==> src/vcp_pkg.sv <==
// Shared constants for the vision chip command and readout port.
// Assumes one clock, mclk at 100 MHz, and active-low asynchronous reset.
package vcp_pkg;
	// Command word layout
	localparam int CMD_W = 12;
	localparam int HALF_W = 6;
	localparam int HALF_SEL_BIT = 7;
	localparam int DATA_W = 8;
	// Array size
	localparam int ARRAY_DIM = 256;
	localparam int PTR_W = 8;
	// Three-bit headers with nine-bit argument
	localparam logic [2:0] HDR_ROW_PTR = 3'h4;
	localparam logic [2:0] HDR_COL_PTR = 3'h5;
	localparam logic [2:0] HDR_HSW = 3'h6;
	localparam logic [2:0] HDR_VSW = 3'h7;
	// Six-bit headers with six-bit argument; locked bias header is four bits plus a two-bit index
	localparam logic [5:0] HDR_CTRL = 6'h01;
	localparam logic [5:0] HDR_CAP_LOAD = 6'h02;
	localparam logic [5:0] HDR_VAULT = 6'h03;
	localparam logic [5:0] HDR_ADC_OP = 6'h04;
	localparam logic [5:0] HDR_GAIN = 6'h05;
	localparam logic [5:0] HDR_OPEN_BIAS = 6'h0c;
	localparam logic [3:0] HDR_LOCKED_BIAS = 4'h2;
	// Control argument field positions
	localparam int CTRL_READ_STROBE = 0;
	localparam int CTRL_SUPPLY = 1;
	localparam int CTRL_GAIN_PATH = 2;
	localparam int CTRL_BYPASS_PATH = 3;
	localparam int CTRL_CAP_READ = 4;
	// Reset values, locked bias count and result FIFO depth
	localparam logic RST_SUPPLY_CTRL = 1'b1;
	localparam logic [5:0] RST_BIAS = 6'h20;
	localparam logic [5:0] RST_HALF = 6'h00;
	localparam int LOCKED_BIASES = 4;
	localparam int FIFO_DEPTH = 4;
	// Access tracking
	typedef enum logic [1:0] {
		ACC_IDLE = 2'b00,
		ACC_WRITE = 2'b01,
		ACC_READ = 2'b10
	} vcp_acc_e;
endpackage

==> src/vcp_port.sv <==
// Command assembly, decode and readout for the vision chip port, with result FIFO.
// Assumes host pins are synchronous to mclk; converter is an outside analog block.
//
// Summary of operation
// [RULE1] Commands are 12 bits: 3-bit header/9-bit arg or 6/6, header on top.
// [RULE2] Standard mode: command arrives as two six-bit writes on data lines.
// [RULE3] Upper half is held until the host writes a new upper half.
// [RULE4] Host may send only a lower half; the retained upper half completes it.
// [RULE5] Extended mode: whole command taken from twelve command lines at once.
// [RULE6] Pad drive and secondary analog route high when read and all selects high.
// [RULE7] Selected read drives the 8-bit converter result on the data lines.
// [RULE8] Converter runs from a command or directly from the direct strobe pin.
// [RULE9] Locked biases change only while the vault key is open.
// [RULE10] One row select per row, one column path per column.
// [RULE11] Row select i high only with row pointer i and read strobe high.
// [RULE12] Columns carry pixels only while switched supply control is 0.
// [RULE13] Gain path select routes columns through a four-setting amplifier.
// [RULE14] Bypass path select passes columns unchanged to the capacitor array.
// [RULE15] Load strobe captures amplifier outputs into the pointed capacitor row.
// [RULE16] Capacitor read strobe routes the row to the column select.
// [RULE17] Adjacent-capacitor switches, set by command, average blocks together.
// [RULE18] Reduced variant host drives only data lines 0 to 5 and 7, inbound.
// [RULE19] Direct strobe high resets converter, low lets conversion run; default 0.
// [RULE20] Write-not-read sets data line direction; floats toward read.
// [RULE21] Primary select active high; secondary selects active high.
// [RULE22] A command-load pulse marks each written command.
// [RULE23] Header decode picks one target; only that target updates.
// [RULE24] Read accesses change no control state.
`timescale 1ns/10ps

module vcp_fifo #(
	parameter int WIDTH = 8,
	parameter int DEPTH = 4
) (
	// Clock and reset
	input wire logic mclk,
	input wire logic rstn,
	// Fill side
	input wire logic inValid,
	output logic inReady,
	input wire logic [WIDTH-1:0] inData,
	// Drain side
	output logic outValid,
	input wire logic outReady,
	output logic [WIDTH-1:0] outData
);
	localparam int AW = $clog2(DEPTH);
	logic [WIDTH-1:0] mem [DEPTH];
	logic [AW-1:0] wrPtr_ff;
	logic [AW-1:0] rdPtr_ff;
	logic [AW:0] count_ff;
	logic push;
	logic pop;

	assign inReady = (count_ff != (AW+1)'(DEPTH));
	assign outValid = (count_ff != '0);
	assign outData = mem[rdPtr_ff];
	assign push = inValid && inReady;
	assign pop = outValid && outReady;

	always_ff @(posedge mclk)
	begin
		if (push)
		begin
			mem[wrPtr_ff] <= inData;
		end
	end

	always_ff @(posedge mclk or negedge rstn)
	begin
		if (!rstn)
		begin
			wrPtr_ff <= '0;
			rdPtr_ff <= '0;
			count_ff <= '0;
		end
		else
		begin
			if (push)
			begin
				wrPtr_ff <= (wrPtr_ff == AW'(DEPTH-1)) ? '0 : wrPtr_ff + 1'b1;
			end
			if (pop)
			begin
				rdPtr_ff <= (rdPtr_ff == AW'(DEPTH-1)) ? '0 : rdPtr_ff + 1'b1;
			end
			if (push && !pop)
			begin
				count_ff <= count_ff + 1'b1;
			end
			else if (pop && !push)
			begin
				count_ff <= count_ff - 1'b1;
			end
		end
	end
endmodule // vcp_fifo

module vcp_port
	import vcp_pkg::*;
(
	// Clock and reset
	input wire logic mclk,
	input wire logic rstn,
	// Host parallel port
	input wire logic [DATA_W-1:0] dataLinesIn,
	output logic [DATA_W-1:0] dataLinesOut,
	output logic dataLinesOe,
	input wire logic [CMD_W-1:0] commandLines,
	input wire logic extendedMode,
	input wire logic writeNotRead,
	input wire logic primarySelect,
	input wire logic [1:0] secondarySelects,
	// Pad controls
	output logic padDriveEnable,
	output logic secondaryAnalogRoute,
	output logic commandLoadPulse,
	// Converter
	input wire logic converterDirectStrobe,
	output logic converterReset,
	input wire logic resultValid,
	output logic resultReady,
	input wire logic [DATA_W-1:0] resultCode,
	// Focal plane and row amplifiers
	output logic [ARRAY_DIM-1:0] rowSelect,
	output logic columnsActive,
	output logic switchedSupplyCtrl,
	output logic gainPathSelect,
	output logic bypassPathSelect,
	output logic [1:0] gainSetting,
	// Capacitor array
	output logic [ARRAY_DIM-1:0] capLoadRow,
	output logic [ARRAY_DIM-1:0] capReadRow,
	output logic [ARRAY_DIM-1:0] columnPick,
	output logic [DATA_W-1:0] horizSwitches,
	output logic [DATA_W-1:0] vertSwitches,
	// Biases
	output logic vaultOpen,
	output logic [LOCKED_BIASES*HALF_W-1:0] lockedBias,
	output logic [HALF_W-1:0] openBias
);
	vcp_acc_e acc_ff;
	logic selected;
	logic wrStart;
	logic rdStart;
	logic [HALF_W-1:0] upperHalf_ff;
	logic cmdStb_ff;
	logic [CMD_W-1:0] cmdWord_ff;
	logic [2:0] hdr3;
	logic [5:0] hdr6;
	logic [8:0] arg9;
	logic [5:0] arg6;
	logic [PTR_W-1:0] rowPtr_ff;
	logic [PTR_W-1:0] colPtr_ff;
	logic readStrobe_ff;
	logic capRead_ff;
	logic capLoadStb_ff;
	logic adcCmdReset_ff;
	logic fifoValid;
	logic [DATA_W-1:0] fifoData;
	logic fifoInReady;

	// Access detection
	assign selected = primarySelect && (&secondarySelects); // see [RULE21]
	assign wrStart = selected && writeNotRead && (acc_ff == ACC_IDLE); // see [RULE20]
	assign rdStart = selected && !writeNotRead && (acc_ff == ACC_IDLE);

	always_ff @(posedge mclk or negedge rstn)
	begin
		if (!rstn)
		begin
			acc_ff <= ACC_IDLE;
		end
		else
		begin
			case (acc_ff)
				ACC_IDLE:
				begin
					if (wrStart)
					begin
						acc_ff <= ACC_WRITE;
					end
					else if (rdStart)
					begin
						acc_ff <= ACC_READ;
					end
				end
				ACC_WRITE, ACC_READ:
				begin
					if (!selected)
					begin
						acc_ff <= ACC_IDLE;
					end
				end
				default:
				begin
					acc_ff <= ACC_IDLE;
				end
			endcase
		end
	end

	// Command assembly
	always_ff @(posedge mclk or negedge rstn)
	begin
		if (!rstn)
		begin
			upperHalf_ff <= RST_HALF;
			cmdStb_ff <= 1'b0;
			cmdWord_ff <= '0;
		end
		else
		begin
			cmdStb_ff <= 1'b0;
			if (wrStart && extendedMode)
			begin
				cmdWord_ff <= commandLines; // see [RULE5]
				cmdStb_ff <= 1'b1;
			end
			else if (wrStart && dataLinesIn[HALF_SEL_BIT])
			begin
				upperHalf_ff <= dataLinesIn[HALF_W-1:0]; // see [RULE3]
			end
			else if (wrStart)
			begin
				cmdWord_ff <= {upperHalf_ff, dataLinesIn[HALF_W-1:0]}; // see [RULE2] [RULE4]
				cmdStb_ff <= 1'b1;
			end
		end
	end

	// Header and argument fields, header on top
	assign hdr3 = cmdWord_ff[CMD_W-1 -: 3]; // see [RULE1]
	assign hdr6 = cmdWord_ff[CMD_W-1 -: 6];
	assign arg9 = cmdWord_ff[8:0];
	assign arg6 = cmdWord_ff[5:0];

	// Load pulse follows each assembled command
	always_ff @(posedge mclk or negedge rstn)
	begin
		if (!rstn)
		begin
			commandLoadPulse <= 1'b0;
		end
		else
		begin
			commandLoadPulse <= cmdStb_ff; // see [RULE22]
		end
	end

	// Pointers and switch patterns
	always_ff @(posedge mclk or negedge rstn)
	begin
		if (!rstn)
		begin
			rowPtr_ff <= '0;
			colPtr_ff <= '0;
			horizSwitches <= '0;
			vertSwitches <= '0;
		end
		else if (cmdStb_ff && hdr3[2])
		begin
			if (hdr3 == HDR_ROW_PTR) // see [RULE23]
			begin
				rowPtr_ff <= arg9[PTR_W-1:0];
			end
			else if (hdr3 == HDR_COL_PTR)
			begin
				colPtr_ff <= arg9[PTR_W-1:0];
			end
			else if (hdr3 == HDR_HSW)
			begin
				horizSwitches <= arg9[DATA_W-1:0]; // see [RULE17]
			end
			else
			begin
				vertSwitches <= arg9[DATA_W-1:0]; // see [RULE17]
			end
		end
	end

	// Path and strobe controls
	always_ff @(posedge mclk or negedge rstn)
	begin
		if (!rstn)
		begin
			readStrobe_ff <= 1'b0;
			switchedSupplyCtrl <= RST_SUPPLY_CTRL;
			gainPathSelect <= 1'b0;
			bypassPathSelect <= 1'b0;
			capRead_ff <= 1'b0;
			gainSetting <= 2'h0;
			capLoadStb_ff <= 1'b0;
			adcCmdReset_ff <= 1'b0;
		end
		else
		begin
			capLoadStb_ff <= cmdStb_ff && !hdr3[2] && (hdr6 == HDR_CAP_LOAD); // see [RULE15]
			if (cmdStb_ff && !hdr3[2] && (hdr6 == HDR_CTRL)) // see [RULE23]
			begin
				readStrobe_ff <= arg6[CTRL_READ_STROBE];
				switchedSupplyCtrl <= arg6[CTRL_SUPPLY];
				gainPathSelect <= arg6[CTRL_GAIN_PATH]; // see [RULE13]
				bypassPathSelect <= arg6[CTRL_BYPASS_PATH]; // see [RULE14]
				capRead_ff <= arg6[CTRL_CAP_READ];
			end
			if (cmdStb_ff && !hdr3[2] && (hdr6 == HDR_GAIN))
			begin
				gainSetting <= arg6[1:0]; // see [RULE13]
			end
			if (cmdStb_ff && !hdr3[2] && (hdr6 == HDR_ADC_OP))
			begin
				adcCmdReset_ff <= arg6[0]; // see [RULE8]
			end
		end
	end

	// Bias vault and bias values
	always_ff @(posedge mclk or negedge rstn)
	begin
		if (!rstn)
		begin
			vaultOpen <= 1'b0;
			lockedBias <= {LOCKED_BIASES{RST_BIAS}};
			openBias <= RST_BIAS;
		end
		else if (cmdStb_ff && !hdr3[2])
		begin
			if (hdr6 == HDR_VAULT)
			begin
				vaultOpen <= arg6[0];
			end
			else if (hdr6 == HDR_OPEN_BIAS)
			begin
				openBias <= arg6;
			end
			else if ((hdr6[5:2] == HDR_LOCKED_BIAS) && vaultOpen) // see [RULE9]
			begin
				lockedBias[hdr6[1:0]*HALF_W +: HALF_W] <= arg6;
			end
		end
	end

	// Per-row and per-column select lines
	genvar gi;
	generate
		for (gi = 0; gi < ARRAY_DIM; gi++)
		begin : g_lines
			always_ff @(posedge mclk or negedge rstn)
			begin
				if (!rstn)
				begin
					rowSelect[gi] <= 1'b0;
					capLoadRow[gi] <= 1'b0;
					capReadRow[gi] <= 1'b0;
					columnPick[gi] <= 1'b0;
				end
				else
				begin
					rowSelect[gi] <= readStrobe_ff && (rowPtr_ff == PTR_W'(gi)); // see [RULE10] [RULE11]
					capLoadRow[gi] <= capLoadStb_ff && (rowPtr_ff == PTR_W'(gi)); // see [RULE15]
					capReadRow[gi] <= capRead_ff && (rowPtr_ff == PTR_W'(gi)); // see [RULE16]
					columnPick[gi] <= capRead_ff && (colPtr_ff == PTR_W'(gi)); // see [RULE16]
				end
			end
		end
	endgenerate

	// Column lines live only with supply on and a row selected
	always_ff @(posedge mclk or negedge rstn)
	begin
		if (!rstn)
		begin
			columnsActive <= 1'b0;
		end
		else if (cmdStb_ff && !hdr3[2] && (hdr6 == HDR_CTRL))
		begin
			columnsActive <= arg6[CTRL_READ_STROBE] && !arg6[CTRL_SUPPLY]; // see [RULE12]
		end
	end

	// Converter reset from pin or command
	always_ff @(posedge mclk or negedge rstn)
	begin
		if (!rstn)
		begin
			converterReset <= 1'b0;
		end
		else
		begin
			converterReset <= converterDirectStrobe || adcCmdReset_ff; // see [RULE8] [RULE19]
		end
	end

	// Result buffer between converter and data lines
	vcp_fifo #(
		.WIDTH(DATA_W),
		.DEPTH(FIFO_DEPTH)
	) u_fifo (
		.mclk(mclk),
		.rstn(rstn),
		.inValid(resultValid),
		.inReady(fifoInReady),
		.inData(resultCode),
		.outValid(fifoValid),
		.outReady(rdStart),
		.outData(fifoData)
	);

	always_ff @(posedge mclk or negedge rstn)
	begin
		if (!rstn)
		begin
			resultReady <= 1'b0;
		end
		else
		begin
			resultReady <= fifoInReady && !resultValid;
		end
	end

	// Read side: pad drive and data lines
	always_ff @(posedge mclk or negedge rstn)
	begin
		if (!rstn)
		begin
			padDriveEnable <= 1'b0;
			secondaryAnalogRoute <= 1'b0;
			dataLinesOe <= 1'b0;
			dataLinesOut <= '0;
		end
		else
		begin
			padDriveEnable <= selected && !writeNotRead; // see [RULE6]
			secondaryAnalogRoute <= selected && !writeNotRead; // see [RULE6]
			dataLinesOe <= selected && !writeNotRead; // see [RULE7] [RULE20]
			if (rdStart && fifoValid)
			begin
				dataLinesOut <= fifoData; // see [RULE7] [RULE24]
			end
		end
	end
endmodule // vcp_port

==> config.mk <==
export PLATFORM = sky130hd
export DESIGN_NAME = vcp_port
export DESIGN_NICKNAME = d
export VERILOG_FILES = /design/src/vcp_pkg.sv /design/src/vcp_port.sv
export SDC_FILE = /design/constraint.sdc
export NUM_CORES = 1
export LEC_CHECK = 0
export ABC_AREA = 0
export BUFFER_PORTS_ARGS = -buffer_cell sky130_fd_sc_hd__buf_2
export CELL_PAD_IN_SITES_DETAIL_PLACEMENT = 1
export CELL_PAD_IN_SITES_GLOBAL_PLACEMENT = 1
export CORE_AREA = 2 2 437 439
export CTS_CLUSTER_DIAMETER = 150
export DETAILED_ROUTE_END_ITERATION = 12
export DIE_AREA = 0 0 439 441
export GPL_TIMING_DRIVEN = 0
export PLACE_DENSITY = 0.44
export SLEW_MARGIN = 20
export SYNTH_ARGS = -nofsm -noshare
export SYNTH_HDL_FRONTEND = slang
export SYNTH_SLANG_ARGS = --single-unit
export TNS_END_PERCENT = 50
==> constraint.sdc <==
create_clock -name mclk -period 2.3 [get_ports mclk]
set_clock_uncertainty 0.15 [all_clocks]
set_input_delay 0.23 -clock mclk [delete_from_list [all_inputs] [get_ports mclk]]
set_output_delay 0.23 -clock mclk [all_outputs]
set_load 0.01 [all_outputs]
==> metrics.md <==
| Metric | Value |
|---|---|
| Status | `finished with violations` |
| Violated checks | `hold timing` |
| Critical path type | `in2reg` |
| Post-synth EDFFs | `32` |
| Layout fillers | `21240` |
| Yosys top cell by area | `dfrtp_1` |
| Via density | `slightly below 4` |
| Post-DP HPWL | `approximately 140000 µm` |
| Critical Path AT | `around 2.8 ns` |
| Syn nets | `2891` |
| Top post-synthesis cells by area | `dfrtp_1 (75%), nor2_1 (10%), edfxtp_1 (2.6%)` |
| Highest ir drop seen on vdd | `just under 0.5 mV` |
| P_leak | `about 27 nW` |
| Post-CTS Hold Fix Bufs | `55` |
| Max Cap Viol | `0` |
| Critical Path RT | `roughly 2.8 ns` |
| Routed WL | `183900 µm` |
| TritonRoute pass-1 iters | `4` |
| Worst slew margin | `0.3141` |
| WL met2 | `roughly 91000 µm` |
| Post-Place Cell Area | `about 0.047 mm²` |
| Mapped Cells | `between 2000 and 3000` |
| Synth Warn # | `0` |
| Root buf cell | `clkbuf_16` |
| Nets@finish | `4236` |
| FF-to-FF setup slack | `~0.070 ns` |
| HP Class | `in2async` |
| Die span in x | `between 400 and 500 µm` |
| Share of layout cells above drive strength 1 | `0.3921` |
| Critical Path Max Stage Delay | `roughly 0.60 ns` |
| Post-synthesis sequential area ratio | `0.7840` |
| Reg-to-Reg Start | `acc_ff[0]` |
| Post-synth top area share | `0.7542` |
| First-pass GRT wire length | `248600 µm` |
| Top_reg_cell synth | `dfrtp_1` |
| Pwr dens | `between 900 and 1000 mW/mm²` |
| Post-synthesis cell area | `0.03753 mm²` |
| Clk slew on worst S/H paths | `about 0.060 ns` |
| M1 WL | `75090 µm` |
| Post-synthesis cell type count | `between 50 and 60` |
| Final Cell Area | `~0.052 mm²` |
| Final setup vio count | `0` |
| Avg Cell Area, Syn | `13.21 µm²` |
| Clock sinks | `around 1200` |
| P&R area growth vs syn | `39.04%` |
| Synth Register Bits | `between 1000 and 1500` |
| Input/output buffers | `1126` |
| Rows | `160` |
| DRC violations left | `0` |
| Post-layout min period | `roughly 2.3 ns` |
| Gp weighted congestion | `0.7922` |
| Post-Place Cells | `6488` |
| CP Capture Type | `flip-flop` |
| Htree depth | `4` |
| CP startpoint kind | `input pin` |
| Crit-path slowest cell | `dlygate4sd3_1` |
| Die ar. | `slightly below 0.2 mm²` |
| I/O pin cnt | `1128` |
| Starting DRT DRC Count | `~1400` |
| Max-slew violations | `0` |
| Reg-to-Reg End | `u_fifo.count_ff[1]` |
| Fmax | `about 440 MHz` |
| Via count | `~27000` |
| Final antenna-violating net count | `0` |
| Clk Latency, worst-skew pair | `0.78 ns` |
| Hold Fails Final Rpt | `between 300 and 400` |
| Vias in the first global route | `around 29000` |
| Core region area | `between 0.15 and 0.2 mm²` |
| Crit path buf inv count | `5` |
| CTS buffer count | `140` |
| Crit-path most repeated cell | `dlygate4sd3_1` |
| CP delay by family, top | `buffers and inverters` |
| Crit-path max FO | `10` |
| Starting Density | `0.1984` |
| Die Ht | `roughly 440 µm` |
| R2r worst-path depth | `10` |
| Routed len/inst | `approximately 27 µm` |
| Post-synth top cells | `dfrtp_1 (1131), nor2_1 (996), buf_2 (112)` |
| Final cell count without fillers | `between 6000 and 7000` |
| Hold slack | `-0.7596 ns` |
| Largest net degree at the start of global routing | `between 100 and 150` |
| CTS tree | `yes` |
| Worst-Margin Slew | `approximately 1.0 ns` |
| WL met3 | `~12000 µm` |
| RSZ-0062 raised after global routing | `yes` |
| GRT Resource Usage Total | `0.1862` |
| CTS max path bufs | `3` |
| GRT overflow | `0` |
| Top layer in use | `met4` |
| Fin util | `0.2758` |
| CP cell instances | `dlygate4sd3_1 > buf_2 > clkbuf_1 > nor3b_1 > a21oi_1 > dlygate4sd3_1 > o2bb2ai_1 > dlygate4sd3_1` |
| Tcrit/Tclk final | `0.9840` |
| Most instantiated library cell after synthesis | `dfrtp_1` |
| Ys async rst share | `0.9726` |
| Initial antenna violation count | `9` |
-- worst max-delay path by stage --
stage | cells past startpoint | endpoint | startpoint
6_report | 8 | cmdWord_ff[0] | extendedMode
5_1_grt | 5 | capReadRow[194] | capRead_ff
4_1_cts | 6 | capReadRow[123] | rowPtr_ff[0]
3_5_place_dp | 4 | capLoadRow[11] | rowPtr_ff[5]
3_3_place_gp | 1 | rowSelect[143] | rstn
2_1_floorplan | 10 | u_fifo.count_ff[1] | acc_ff[1]
-- report_power, final --
part	switching [W]	leakage, nW	internal, W	total (W)
Combinational	0.00336	8.80	0.00144	0.00480
Clock	0.00935	2.25	0.0130	0.0223
Sequential	0.000363	16.1	0.0211	0.0215
-- what timing repair did --
item	in CTS	in global routing
hold endpoints to repair	427	368
buffers inserted	5	10
gates cloned	0	0
endpoints found under the setup margin	430	194
gates resized for setup	52	40
pin swaps	1	6
-- final cells by class --
cell class,instances,area (µm²),area share
clock buffer,204,4098,0.07853
clock inverter,42,470.5,0.009016
tap,2511,3142,0.06021
inverter,14,60.06,0.001151
sequential,1169,29430,0.5640
antenna,6,15.01,0.0002877
multi-input combinational,1444,7306,0.1400
buffer,211,1059,0.02029
timing repair buffer,1206,6601,0.1265
-- through the flow --
stage / total power (W) / TNS (ns) / hold WS, ns / setup slack [ns]
global route: 0.05066 / -0.09380 / -0.7633 / -0.04904
detailed placement: 0.02644 / -193.96 / 0.09072 / -0.6775
finish: 0.04861 / 0 / -0.7596 / 0.03688
floorplan: 0.02391 / 0 / -0.2156 / 0.005244
global placement: 0.02636 / - / 0.2071 / -25.96
CTS: 0.04936 / -2.198 / -0.8023 / -0.1111
-- logic make-up after synthesis --
logic type,synth area share
and+or+nand+nor,0.1431
AOI/OAI and AO/OA,0.01034
xor gates and xnor gates,0.0007003
adders and majority gates,0.004534
buffers and inverters,0.02784
DFF,0.7840
muxes,0.02951
-- routing by layer --
layer	global-route usage	up-vias
met3	0.05592	225
met4	0.06102	0
met2	0.3164	796
met1	0.2243	14150
met5	0	-
li1	-	11630
-- flip-flops by register name, indices dropped and copies added (netlist names), 2 cells and up --
| register | cells |
|---|---|
| capLoadRow | 256 |
| capReadRow | 256 |
| columnPick | 256 |
| rowSelect | 256 |
| u_fifo.mem | 32 |
| lockedBias | 24 |
| cmdWord_ff | 12 |
| colPtr_ff | 8 |
| dataLinesOut | 8 |
| horizSwitches | 8 |
| rowPtr_ff | 8 |
| vertSwitches | 8 |
| openBias | 6 |
| upperHalf_ff | 6 |
| u_fifo.count_ff | 3 |
| acc_ff | 2 |
| gainSetting | 2 |
| u_fifo.rdPtr_ff | 2 |
| u_fifo.wrPtr_ff | 2 |
-- cells in the final DEF (no fill, tap or decap), types with 29 or more instances in the layout --
| cell type | netlist | layout |
|---|---|---|
| buf_4 | 13 | 34 |
| mux2_2 | 69 | 69 |
| clkbuf_16 | 0 | 143 |
| dlygate4sd3_1 | 0 | 55 |
| dfrtp_1 | 1131 | 1125 |
| buf_2 | 112 | 1224 |
| nand3_1 | 56 | 38 |
| clkbuf_1 | 81 | 97 |
| clkbuf_8 | 0 | 29 |
| nor3_1 | 39 | 38 |
| edfxtp_1 | 32 | 32 |
| nor2_1 | 996 | 994 |
| nand2_1 | 73 | 64 |
Note: power is estimated with default switching activity, not from simulation.
